$ cat config.mk
export PLATFORM = sky130hd
export DESIGN_NAME = arrs_core
export DESIGN_NICKNAME = d
export VERILOG_FILES = /design/src/core/arrs_pkg.sv /design/src/core/arrs_core.sv
export SDC_FILE = /design/constraint.sdc
export NUM_CORES = 1
export LEC_CHECK = 0
export ABC_AREA = 1
export BUFFER_PORTS_ARGS = -buffer_cell sky130_fd_sc_hd__buf_2
export CORE_MARGIN = 5
export CORE_UTILIZATION = 35
export DETAILED_ROUTE_END_ITERATION = 16
export GPL_TIMING_DRIVEN = 0
export PLACE_DENSITY = 0.58
export SYNTH_ARGS = -nofsm -noshare
export SYNTH_HDL_FRONTEND = slang
export SYNTH_SLANG_ARGS = --single-unit
$ cat constraint.sdc
create_clock -name core_clk -period 3.5 [get_ports core_clk]
set_clock_uncertainty 0.2 [all_clocks]
set_input_delay 0.525 -clock core_clk [delete_from_list [all_inputs] [get_ports core_clk]]
set_output_delay 0.525 -clock core_clk [all_outputs]
set_load 0.01 [all_outputs]
$ cat src/core/arrs_pkg.sv
// constants and types of the reclose record and signal map
package arrs_pkg;
	// ------------------------------------------------
	// word indices, byte address is four times these
	// ------------------------------------------------
	localparam logic [5:0] IDX_DISP   = 6'h00;
	localparam logic [5:0] IDX_TOT0   = 6'h03;
	localparam logic [5:0] IDX_TRIP   = 6'h08;
	localparam logic [5:0] IDX_HIST   = 6'h09;
	localparam logic [5:0] IDX_SUB0   = 6'h10;
	localparam logic [5:0] IDX_SLOT1  = 6'h28;
	localparam logic [5:0] IDX_SGB0   = 6'h2c;
	localparam logic [5:0] IDX_SGR0   = 6'h30;
	localparam logic [5:0] IDX_DSEL   = 6'h3b;
	// ------------------------------------------------
	// sizes, limits and field positions
	// ------------------------------------------------
	localparam int        NCNT      = 6;
	localparam int        NSRC      = 4;
	localparam int        NSGB      = 3;
	localparam int        NSGR      = 11;
	localparam int        NOUT      = 7;
	localparam int        NSLOT     = 4;
	localparam logic [9:0] TOT_MAX  = 10'h3e7;
	localparam logic [7:0] SUB_MAX  = 8'hff;
	localparam logic [4:0] TRIP_ADD = 5'h0a;
	localparam logic [2:0] SHOT_MAX = 3'h5;
	localparam int        SW_STARTD = 0;
	localparam int        SW_SYNC   = 1;
	localparam int        SW_BREAKER_CLOSE_INHIBIT   = 2;
	localparam int        SW_INDRST = 3;
	localparam int        SW_RECRST = 4;
	localparam int        SW_LINKC  = 5;
	localparam int        GRP_BLK   = 1;
	// ------------------------------------------------
	// sequence events from the reclose sequencer
	// ------------------------------------------------
	typedef struct packed {
		logic       shot_done;
		logic [2:0] shot_num;
		logic [1:0] src;
		logic       alarm;
		logic       seq_end;
		logic [2:0] shots;
		logic       final_trip;
	} arrs_evt_t;
endpackage

$ cat src/core/arrs_core.sv
// reclose record counters, history, input display and signal routing
`timescale 1ns/100ps
`default_nettype none
module arrs_core (
	// clock and reset
	input  wire logic             core_clk,
	input  wire logic             resetn,
	// wishbone slave
	input  wire logic [7:0]       wb_adr_i,
	input  wire logic [31:0]      wb_dat_i,
	input  wire logic [3:0]       wb_sel_i,
	input  wire logic             wb_we_i,
	input  wire logic             wb_cyc_i,
	input  wire logic             wb_stb_i,
	output logic      [31:0]      wb_dat_o,
	output logic                  wb_ack_o,
	// external control inputs
	input  wire logic             reclose_start_a,
	input  wire logic             reclose_start_b,
	input  wire logic             reclose_start_c,
	input  wire logic             reclose_inhibit_input,
	input  wire logic             reclose_control_input,
	input  wire logic             blocking_input,
	input  wire logic             remote_reset_input,
	input  wire logic             breaker_pos_input,
	// sequencer events and module signals
	input  wire arrs_pkg::arrs_evt_t evt,
	input  wire logic [10:0]      module_signals,
	// routed control functions
	output logic                  reclose_start_d,
	output logic                  start_c_routed,
	output logic                  synchrocheck_ok,
	output logic                  breaker_close_inhibit,
	output logic                  indicator_reset,
	output logic                  record_reset,
	// output relays
	output logic      [3:0]       signalling_outputs,
	output logic      [2:0]       trip_outputs,
	// record display
	output logic      [3:0]       disp_code,
	output logic      [11:0]      disp_value
);
	// ------------------------------------------------
	// state
	// ------------------------------------------------
	logic [9:0]  tot_r [arrs_pkg::NCNT];
	logic [7:0]  sub_r [arrs_pkg::NCNT][arrs_pkg::NSRC];
	logic [4:0]  hist_r [arrs_pkg::NSLOT+1];
	logic [7:0]  sgb_r [arrs_pkg::NSGB];
	logic [6:0]  sgr_r [arrs_pkg::NSGR];
	logic [3:0]  dsel_r;
	logic        ack_r;
	logic [31:0] dat_r;
	logic [31:0] rd_nxt;

	// ------------------------------------------------
	// bus decode
	// ------------------------------------------------
	wire logic [5:0] idx   = wb_adr_i[7:2];
	wire logic       req   = wb_cyc_i && wb_stb_i && !ack_r;
	wire logic       wr_b0 = req && wb_we_i && wb_sel_i[0];
	assign wb_ack_o = ack_r;
	assign wb_dat_o = dat_r;

	// ------------------------------------------------
	// input state display
	// ------------------------------------------------
	// right digit weights inhibit, control, blocking
	wire logic [3:0] dig_rt = {1'b0, blocking_input,
		reclose_control_input, reclose_inhibit_input};
	// energized position input means breaker open
	wire logic [3:0] dig_m = {3'h0, !breaker_pos_input};
	wire logic [3:0] dig_l = {1'b0, reclose_start_c,
		reclose_start_b, reclose_start_a};
	wire logic [11:0] disp_word = {dig_l, dig_m, dig_rt};

	// ------------------------------------------------
	// control signal routing
	// ------------------------------------------------
	// group order: control, blocking, remote reset
	wire logic [2:0] ctl = {remote_reset_input, blocking_input,
		reclose_control_input};
	logic [4:0] fn_hit;
	always_comb begin
		fn_hit = 5'h0;
		// switches 1 to 5 reach functions here; switch 6 of the blocking group links start c below
		for (int g = 0; g < arrs_pkg::NSGB; g++) begin
			fn_hit = fn_hit | ({5{ctl[g]}} & sgb_r[g][4:0]);
		end
	end
	wire logic link_c = blocking_input
		&& sgb_r[arrs_pkg::GRP_BLK][arrs_pkg::SW_LINKC];
	wire logic rec_clr = fn_hit[arrs_pkg::SW_RECRST];

	// ------------------------------------------------
	// output relay routing
	// ------------------------------------------------
	logic [6:0] out_nxt;
	always_comb begin
		out_nxt = 7'h0;
		for (int g = 0; g < arrs_pkg::NSGR; g++) begin
			out_nxt = out_nxt | ({7{module_signals[g]}} & sgr_r[g]);
		end
	end

	// routed outputs registered
	always_ff @(posedge core_clk) begin
		if (!resetn) begin
			reclose_start_d       <= 1'b0;
			start_c_routed        <= 1'b0;
			synchrocheck_ok       <= 1'b0;
			breaker_close_inhibit <= 1'b0;
			indicator_reset       <= 1'b0;
			record_reset          <= 1'b0;
			signalling_outputs    <= 4'h0;
			trip_outputs          <= 3'h0;
		end else begin
			reclose_start_d       <= fn_hit[arrs_pkg::SW_STARTD];
			start_c_routed        <= reclose_start_c || link_c;
			synchrocheck_ok       <= fn_hit[arrs_pkg::SW_SYNC];
			breaker_close_inhibit <= fn_hit[arrs_pkg::SW_BREAKER_CLOSE_INHIBIT];
			indicator_reset       <= fn_hit[arrs_pkg::SW_INDRST]
				|| rec_clr;
			record_reset          <= rec_clr;
			signalling_outputs    <= out_nxt[3:0];
			trip_outputs          <= out_nxt[6:4];
		end
	end

	// ------------------------------------------------
	// shot and alarm counters
	// ------------------------------------------------
	// counter 0..4 are shots 1..5, counter 5 is alarms
	logic [arrs_pkg::NCNT-1:0] cnt_inc;
	always_comb begin
		for (int i = 0; i < arrs_pkg::NCNT - 1; i++) begin
			cnt_inc[i] = evt.shot_done
				&& (evt.shot_num == 3'(i + 1));
		end
		cnt_inc[arrs_pkg::NCNT-1] = evt.alarm;
	end

	for (genvar i = 0; i < arrs_pkg::NCNT; i++) begin : g_cnt
		// total, stops at its maximum
		always_ff @(posedge core_clk) begin
			if (!resetn || rec_clr) begin
				tot_r[i] <= 10'h0;
			end else if (cnt_inc[i] && tot_r[i] != arrs_pkg::TOT_MAX) begin
				tot_r[i] <= tot_r[i] + 10'h1;
			end
		end
		for (genvar s = 0; s < arrs_pkg::NSRC; s++) begin : g_sub
			// per-start subcounter
			wire logic hit = cnt_inc[i] && evt.src == 2'(s);
			always_ff @(posedge core_clk) begin
				if (!resetn || rec_clr) begin
					sub_r[i][s] <= 8'h0;
				end else if (hit && sub_r[i][s] != arrs_pkg::SUB_MAX) begin
					sub_r[i][s] <= sub_r[i][s] + 8'h1;
				end
			end
		end
	end

	// ------------------------------------------------
	// sequence history stack
	// ------------------------------------------------
	wire logic [2:0] shots_c = (evt.shots > arrs_pkg::SHOT_MAX)
		? arrs_pkg::SHOT_MAX : evt.shots;
	wire logic [4:0] hist_new = {2'h0, shots_c}
		+ (evt.final_trip ? arrs_pkg::TRIP_ADD : 5'h0);

	always_ff @(posedge core_clk) begin
		if (!resetn || rec_clr) begin
			for (int k = 0; k <= arrs_pkg::NSLOT; k++) begin
				hist_r[k] <= 5'h0;
			end
		end else if (evt.seq_end) begin
			hist_r[0] <= hist_new;
			for (int k = 1; k <= arrs_pkg::NSLOT; k++) begin
				hist_r[k] <= hist_r[k-1];
			end
		end
	end

	// ------------------------------------------------
	// switch group and display select registers
	// ------------------------------------------------
	always_ff @(posedge core_clk) begin
		if (!resetn) begin
			for (int g = 0; g < arrs_pkg::NSGB; g++) begin
				sgb_r[g] <= 8'h0;
			end
			for (int g = 0; g < arrs_pkg::NSGR; g++) begin
				sgr_r[g] <= 7'h0;
			end
			dsel_r <= 4'h0;
		end else if (wr_b0) begin
			for (int g = 0; g < arrs_pkg::NSGB; g++) begin
				if (idx == arrs_pkg::IDX_SGB0 + 6'(g)) begin
					sgb_r[g] <= wb_dat_i[7:0];
				end
			end
			for (int g = 0; g < arrs_pkg::NSGR; g++) begin
				if (idx == arrs_pkg::IDX_SGR0 + 6'(g)) begin
					sgr_r[g] <= wb_dat_i[6:0];
				end
			end
			if (idx == arrs_pkg::IDX_DSEL) begin
				dsel_r <= wb_dat_i[3:0];
			end
		end
	end

	// ------------------------------------------------
	// read mux
	// ------------------------------------------------
	// main records by address code, for bus and display
	function automatic logic [11:0] main_rec(input logic [5:0] a);
		logic [11:0] v;
		v = 12'h0;
		if (a == arrs_pkg::IDX_DISP) begin
			v = disp_word;
		end else if (a >= arrs_pkg::IDX_TOT0 && a <= arrs_pkg::IDX_TRIP) begin
			v = {2'h0, tot_r[3'(a - arrs_pkg::IDX_TOT0)]};
		end else if (a == arrs_pkg::IDX_HIST) begin
			v = {7'h0, hist_r[0]};
		end
		return v;
	endfunction

	always_comb begin
		rd_nxt = {20'h0, main_rec(idx)};
		if (idx >= arrs_pkg::IDX_SUB0 && idx < arrs_pkg::IDX_SLOT1) begin
			rd_nxt = {24'h0, sub_r[3'((idx - arrs_pkg::IDX_SUB0) >> 2)]
				[2'(idx - arrs_pkg::IDX_SUB0)]};
		end else if (idx >= arrs_pkg::IDX_SLOT1 && idx < arrs_pkg::IDX_SGB0) begin
			rd_nxt = {27'h0, hist_r[3'(idx - arrs_pkg::IDX_SLOT1) + 3'h1]};
		end else if (idx >= arrs_pkg::IDX_SGB0
			&& idx < arrs_pkg::IDX_SGB0 + 6'(arrs_pkg::NSGB)) begin
			// weights 1,2,4.. so the checksum is the word itself
			rd_nxt = {24'h0, sgb_r[2'(idx - arrs_pkg::IDX_SGB0)]};
		end else if (idx >= arrs_pkg::IDX_SGR0 && idx < arrs_pkg::IDX_DSEL) begin
			rd_nxt = {25'h0, sgr_r[4'(idx - arrs_pkg::IDX_SGR0)]};
		end else if (idx == arrs_pkg::IDX_DSEL) begin
			rd_nxt = {28'h0, dsel_r};
		end
	end

	// one wait-free ack per request, data with it
	always_ff @(posedge core_clk) begin
		if (!resetn) begin
			ack_r <= 1'b0;
			dat_r <= 32'h0;
		end else begin
			ack_r <= req;
			dat_r <= (req && !wb_we_i) ? rd_nxt : 32'h0;
		end
	end

	// display: code digit and three value digits
	always_ff @(posedge core_clk) begin
		if (!resetn) begin
			disp_code  <= 4'h0;
			disp_value <= 12'h0;
		end else begin
			disp_code  <= dsel_r;
			disp_value <= main_rec({2'h0, dsel_r});
		end
	end
endmodule
`default_nettype wire

# Word level (Yosys, flattened, before mapping)
# Memory sizes are Yosys's and may differ from the RTL's.
# Index checks and enable logic that the tools add are counted.
# word_totals
regBits	66
ram_bits	378
input_bits	80
out_inout_bits	62
mem_count	5
# mem_list
name	depth	width	rd	rd_clocked_by_memory_dff	write_ports	line	text
sub_r	6	32	7	0	6	arrs_core.sv:47	logic [7:0] sub_r [arrs_pkg::NCNT][arrs_pkg::NSRC];
sgr_r	11	7	12	0	11	arrs_core.sv:50	logic [6:0] sgr_r [arrs_pkg::NSGR];
tot_r	6	10	8	0	6	arrs_core.sv:46	logic [9:0] tot_r [arrs_pkg::NCNT];
hist_r	5	5	5	0	5	arrs_core.sv:48	logic [4:0] hist_r [arrs_pkg::NSLOT+1];
sgb_r	3	8	4	0	3	arrs_core.sv:49	logic [7:0] sgb_r [arrs_pkg::NSGB];
# op_classes
add_sub_neg	38
n_lt_le_gt_ge	14
n_eq_ne	55
n_mux	217
n_bitwise	78
reduce_logical	88
# ops
cell	n
two-way mux 8 bit	34
adder 8 x 1 -> 8 bit (second input constant)	24
!= test 8 bit (second input constant)	24
two-way mux 1 bit	152
== test 6 bit (second input constant)	15
two-way mux 10 bit	8
bitwise AND 7 bit	11
two-way mux 7 bit	11
logical AND 1 bit	71
OR 7 bit	10
adder 10 x 1 -> 10 bit (second input constant)	6
!= test 10 bit (second input constant)	6
OR 1 bit	49
two-way mux 5 bit	7
< comparator 6 bit (second input constant)	4
two-way mux 11 bit	2
>= comparator 6 bit (second input constant)	3
binary-select mux 8 bit (select 2 bit)	1
bitwise AND 5 bit	3
OR 5 bit	2
OR reduction 9 bit	1
OR reduction 7 bit	1
== test 3 x 2 -> 1 bit (second input constant)	2
== test 3 bit (second input constant)	2
32 further kinds	41

# Logic depth before layout (Yosys ltp)
# An unclocked memory read counts as a cell.
# depth
depth_word	12
ltp_mapped	17
ltp_nobuf	12

# Least setup slack after synthesis
# Ideal clock, no wire load.
# synth_timing
path_type	input-to-reg
from	in wb_adr_i[3]
to	mem sgb_r[0][0], enable pin
t_arrival_ps	2201
required_time_ps	2913
setup_slack_ps	713
stages	7
path_buffers	3
cell_sequence	buf_2 -> inv_1 -> buf_2 -> buf_2 -> ha_1 -> inv_2 -> o31ai_1
# synth_rtl
element	line	text
start: declaration	arrs_core.sv:9	input wire logic [7:0] wb_adr_i,
end: declaration	arrs_core.sv:49	

# Worst setup path in the final report
# layout_timing
from	in wb_adr_i[3]
to	reg dat_r[5], in the netlist wb_dat_o[5]
# layout_via
elab_chain_cells	9
word_cells_on_any_way	36
# layout_rtl
element	line	text
subtractor 3 x 2 -> 3 bit, or another cell as far along	arrs_core.sv:225	v = {2'h0, tot_r[3'(a - arrs_pkg::IDX_TOT0)]};
memory read (6 x 10 bit) or logical AND 1 bit (tied branches)	--	
two-way mux 10 bit	arrs_core.sv:224	end else if (a >= arrs_pkg::IDX_TOT0 && a <= arrs_pkg::IDX_TRIP) begin
two-way mux 11 bit	arrs_core.sv:222	if (a == arrs_pkg::IDX_DISP) begin
two-way mux 8 bit	arrs_core.sv:245	end else if (idx == arrs_pkg::IDX_DSEL) begin
two-way mux 8 bit	arrs_core.sv:243	end else if (idx >= arrs_pkg::IDX_SGR0 && idx < arrs_pkg::IDX_DSEL) begin
two-way mux 8 bit	arrs_core.sv:239	end else if (idx >= arrs_pkg::IDX_SGB0
two-way mux 8 bit	arrs_core.sv:237	end else if (idx >= arrs_pkg::IDX_SLOT1 && idx < arrs_pkg::IDX_SGB0) begin
two-way mux 8 bit (*)	arrs_core.sv:234	if (idx >= arrs_pkg::IDX_SUB0 && idx < arrs_pkg::IDX_SLOT1) begin
end signal: assignment	arrs_core.sv:257	dat_r <= (req && !wb_we_i) ? rd_nxt : 32'h0;
end: declaration	arrs_core.sv:53	logic [31:0] dat_r;
# Mark *: on every way between the ends. The rest lies on a longest branch, timed or not. The select of a mux whose other input is x is not followed.
# A chain may end at the register's enable or synchronous reset.

==> implementation parameters <==
Parameter                              Value

Hold path
  Hold Path Class    input pin to flop
  Startpoint of the worst hold path    wb_dat_i[2]
  Hold-critical path endpoint    dsel_r[2]$_SDFFE_PN0P_
  Hold path cells    3

STA
  Hold Fails Final Rpt    0
  Final number of max-transition violations    0
  Achievable frequency    296.9 MHz
  Final setup vio count    0
  Clock period minus worst slack    3.368 ns
  Worst rel slew slack    3.376%
  Post-Route Setup TNS    0 ns
  Fin crit share    96.22%
  Unrepaired setup endpoints after global routing    no
  Slew at the pin with the worst max-slew slack    1.427 ns

Synth
  Library cells used by synthesis    51
  Number of enable-type register cells in the synthesized netlist    378
  Synth warnings    0
  Post-synthesis sequential element count    422
  Fraction of registers with async set/reset    0%
  Commonest cells in the netlist    nand2_1 (716), nor2_1 (467), edfxtp_1 (378)
  Syn Std Cell Area    24100 sq um
  Post-Synthesis Mean Instance Area    8.309 sq um
  Leading register cell type out of synthesis    edfxtp_1
  Leading cell types by total area after synthesis    edfxtp_1 (47%), nand2_1 (11%), nor2_1 (7.3%), nand3_1 (4.8%), inv_1 (4.4%)
  Most common cell in the netlist    nand2_1
  Post-synthesis cell type with the largest combined area    edfxtp_1
  Area share of the largest cell type after synthesis    47.11%
  Portion of the post-synthesis area used by sequential elements    50.76%
  Post-synthesis cell count    2900

Place
  Port Buffers    88
  Final weighted congestion in routability-driven placement    0.9566
  Placed cells    3892
  Final HPWL from detailed placement    61620 microns

Floorplan
  Die Outline Area    74190 sq um
  FP Rows    96
  Die boundary width    272.4 microns
  Die height    272.4 microns
  Top-level I/O count    142
  Starting density of the core    35.19%
  Floorplan Core Area    68470 sq um

Clock tree
  Total CTS buffers    49
  Total number of H-tree levels    2
  Insertion delay of the later-clocked pin in the worst-skew pair    0.61 ns
  Maximum buffer depth of the clock tree    3
  Clock tree from TritonCTS    done
  Root Driver    clkbuf_16
  Clock-pin transition on the worst setup and hold timing paths    0.06 ns
  Clock Sinks    422

Route
  DRT met1 WL    35790 microns
  Length of routed met3 wiring    7964 microns
  Detailed-router iteration count before antenna repair    6
  Top metal layer carrying routed signals    met5
  WL/cell    20.53 microns
  Overall routed net length    81860 microns
  Detail-routed via count per cell    5.284
  DRC violation count after routing    0
  Total number of vias    21074
  Final ANT Viol Nets    0
  Number of DRC violations after detailed-routing iteration 0    2451
  Total length of routed met2 wires    35110 microns

Run status
  Outcome    finished clean

Power
  Highest ir drop seen on vdd    0.3173 mV
  Total chip power    12.82 mW
  Static leakage power    11.20 nW
  Total power density per cell area    466.4 nW/um^2

Layout
  Area growth from synthesis to layout    14.06%
  Fill count    6907
  Ratio of cells with drive above 1 in the final layout    9.565%
  Net count, final    3186
  Post-Layout Cell Count    3988

Worst setup path
  Startpoint Class    input pin
  Capturing point of the worst reg2reg path    disp_value[1]$_SDFF_PN0_
  Required time of the critical path    3.76 ns
  Startpoint of the lowest-slack register-to-register path    dsel_r[0]$_SDFFE_PN0P_
  Critical path peak fanout    11
  Most common cell type on the critical path    buf_2
  Crit-path max cell delay    0.40 ns
  Max stage delay cell, worst path    a21oi_1
  CP Cell Sequence    buf_2, buf_2, inv_1, buf_2, buf_2, ha_1, inv_2, o21ai_1, inv_1, nor2_2, nand3_1, nand2_1, nand3_1, a21oi_1
  Worst reg2reg path depth    9
  Critical setup path kind    input pin to flop
  Arrival time worst endpoint    3.62 ns
  Crit end category    flop
  Slack of the worst reg-to-reg path    0.30 ns

Run
  Number of violations of the max-capacitance limit    0

Global routing
  Number of antenna violations at the first check in global routing    5
  Global-route wire length before repair    121000 microns
  GRT Residual Overflow    0
  Vias in the first global route    19656
  Pin count of the biggest net entering global routing    26
  Global Route Usage Sum    21.25%
[stage by stage]
stage                     worst slack [ns]  instance area [sq um]  hold slack (ns)  util (%)
after floorplan                     0.7125                  24170           0.2593         -
after global placement             -0.4754                  25720           0.3384     37.56
after detailed placement           -0.4682                  25730           0.3375     37.58
after CTS                           0.1385                  27470         0.008825     40.13
after global routing               0.07541                  27480          0.04368     40.14
final                               0.1324                  27480          0.04576     40.14
[worst max path at each step]
stage	cells after the start	slack [ns]	from	end
global route	15	0.08	wb_adr_i[2]	wb_dat_o[7]$_SDFF_PN0_
CTS	15	0.14	wb_adr_i[3]	wb_dat_o[5]$_SDFF_PN0_
finish	14	0.13	wb_adr_i[3]	wb_dat_o[5]$_SDFF_PN0_
detailed placement	15	-0.47	wb_adr_i[3]	wb_dat_o[5]$_SDFF_PN0_
global placement	15	-0.48	wb_adr_i[2]	wb_dat_o[5]$_SDFF_PN0_
floorplan	7	0.71	wb_adr_i[3]	sgb_r[0][0]$_DFFE_PP_
[report_power, final]
part	internal [mW]	switching (mW)
logic	0.372	0.928
registers	5.75	0.256
clock network	3.36	2.16
total	9.48	3.34
[metal layers]
layer	track usage [%]	vias up
met3	4.616	178
met2	32.11	1049
met4	7.191	4
li1	-	9972
met1	30.34	9871
met5	0	-
[critical path: cells and delay by family]
family | cells | cell delay [ns]
fa+ha+maj | 1 | 0.36
buf+inv | 7 | 1.32
simple gates | 4 | 0.75
compound gates | 2 | 0.63
[layout by cell type, fill, tap and decap left out, types with 12 or more instances in the layout]
master / netlist / routed
nand2_1: 716 / 716
nor2_1: 467 / 467
edfxtp_1: 378 / 378
inv_1: 282 / 282
nand3_1: 232 / 232
buf_2: 46 / 136
o21ai_0: 107 / 107
a21oi_1: 100 / 100
xor2_1: 94 / 94
nor3_1: 53 / 53
clkbuf_16: 0 / 50
dfxtp_1: 44 / 44
clkbuf_1: 29 / 42
nand4_1: 42 / 42
ha_1: 40 / 40
nor3b_1: 39 / 39
buf_4: 31 / 31
xnor2_1: 29 / 29
or2_2: 26 / 26
a31oi_1: 24 / 24
o211ai_1: 23 / 23
conb_1: 1 / 22
a211oi_1: 12 / 12
[final cells by class]
class                   count  area [sq um]  share of cell area [%]
plain buffers             112         610.6                   2.222
repair buffers             94         490.5                   1.785
flip-flops and latches    422         12230                   44.51
well taps                 882          1104                   4.015
clock buffers              71          1400                   5.094
diodes                      1         2.502                0.009105
clock inverters            19         305.3                   1.111
multi-input cells        2093         10230                   37.23
inverters                 294          1107                   4.029
[repair_timing]
| action | CTS | global route |
|---|---|---|
| gates resized for setup | 0 | 2 |
| setup endpoints to repair | 0 | 2 |
| hold buffers | 4 | 0 |
| endpoints found under the hold margin | 7 | 0 |
| buffers inserted | 0 | 0 |
[sequential cells by signal, indices dropped and copies added, names as in the netlist, 3 cells and up]
signal / flops
sgb_r: 24
hist_r: 25
sgr_r: 77
wb_dat_o: 11
dsel_r: 4
sub_r: 192
disp_code: 4
trip_outputs: 3
signalling_outputs: 4
tot_r: 60
disp_value: 11
[cells by family after synthesis]
kind of cell | Yosys count | synth area share, %
AO/OA/AOI/OAI | 312 | 7.477
XOR/XNOR | 124 | 4.538
adder cells (fa/ha/maj) | 40 | 2.077
flip-flops | 422 | 50.76
buffers and inverters | 406 | 7.124
AND/OR/NAND/NOR | 1595 | 28.00
other | 1 | 0.01556
No activity file was read; power rests on OpenSTA's default activity.
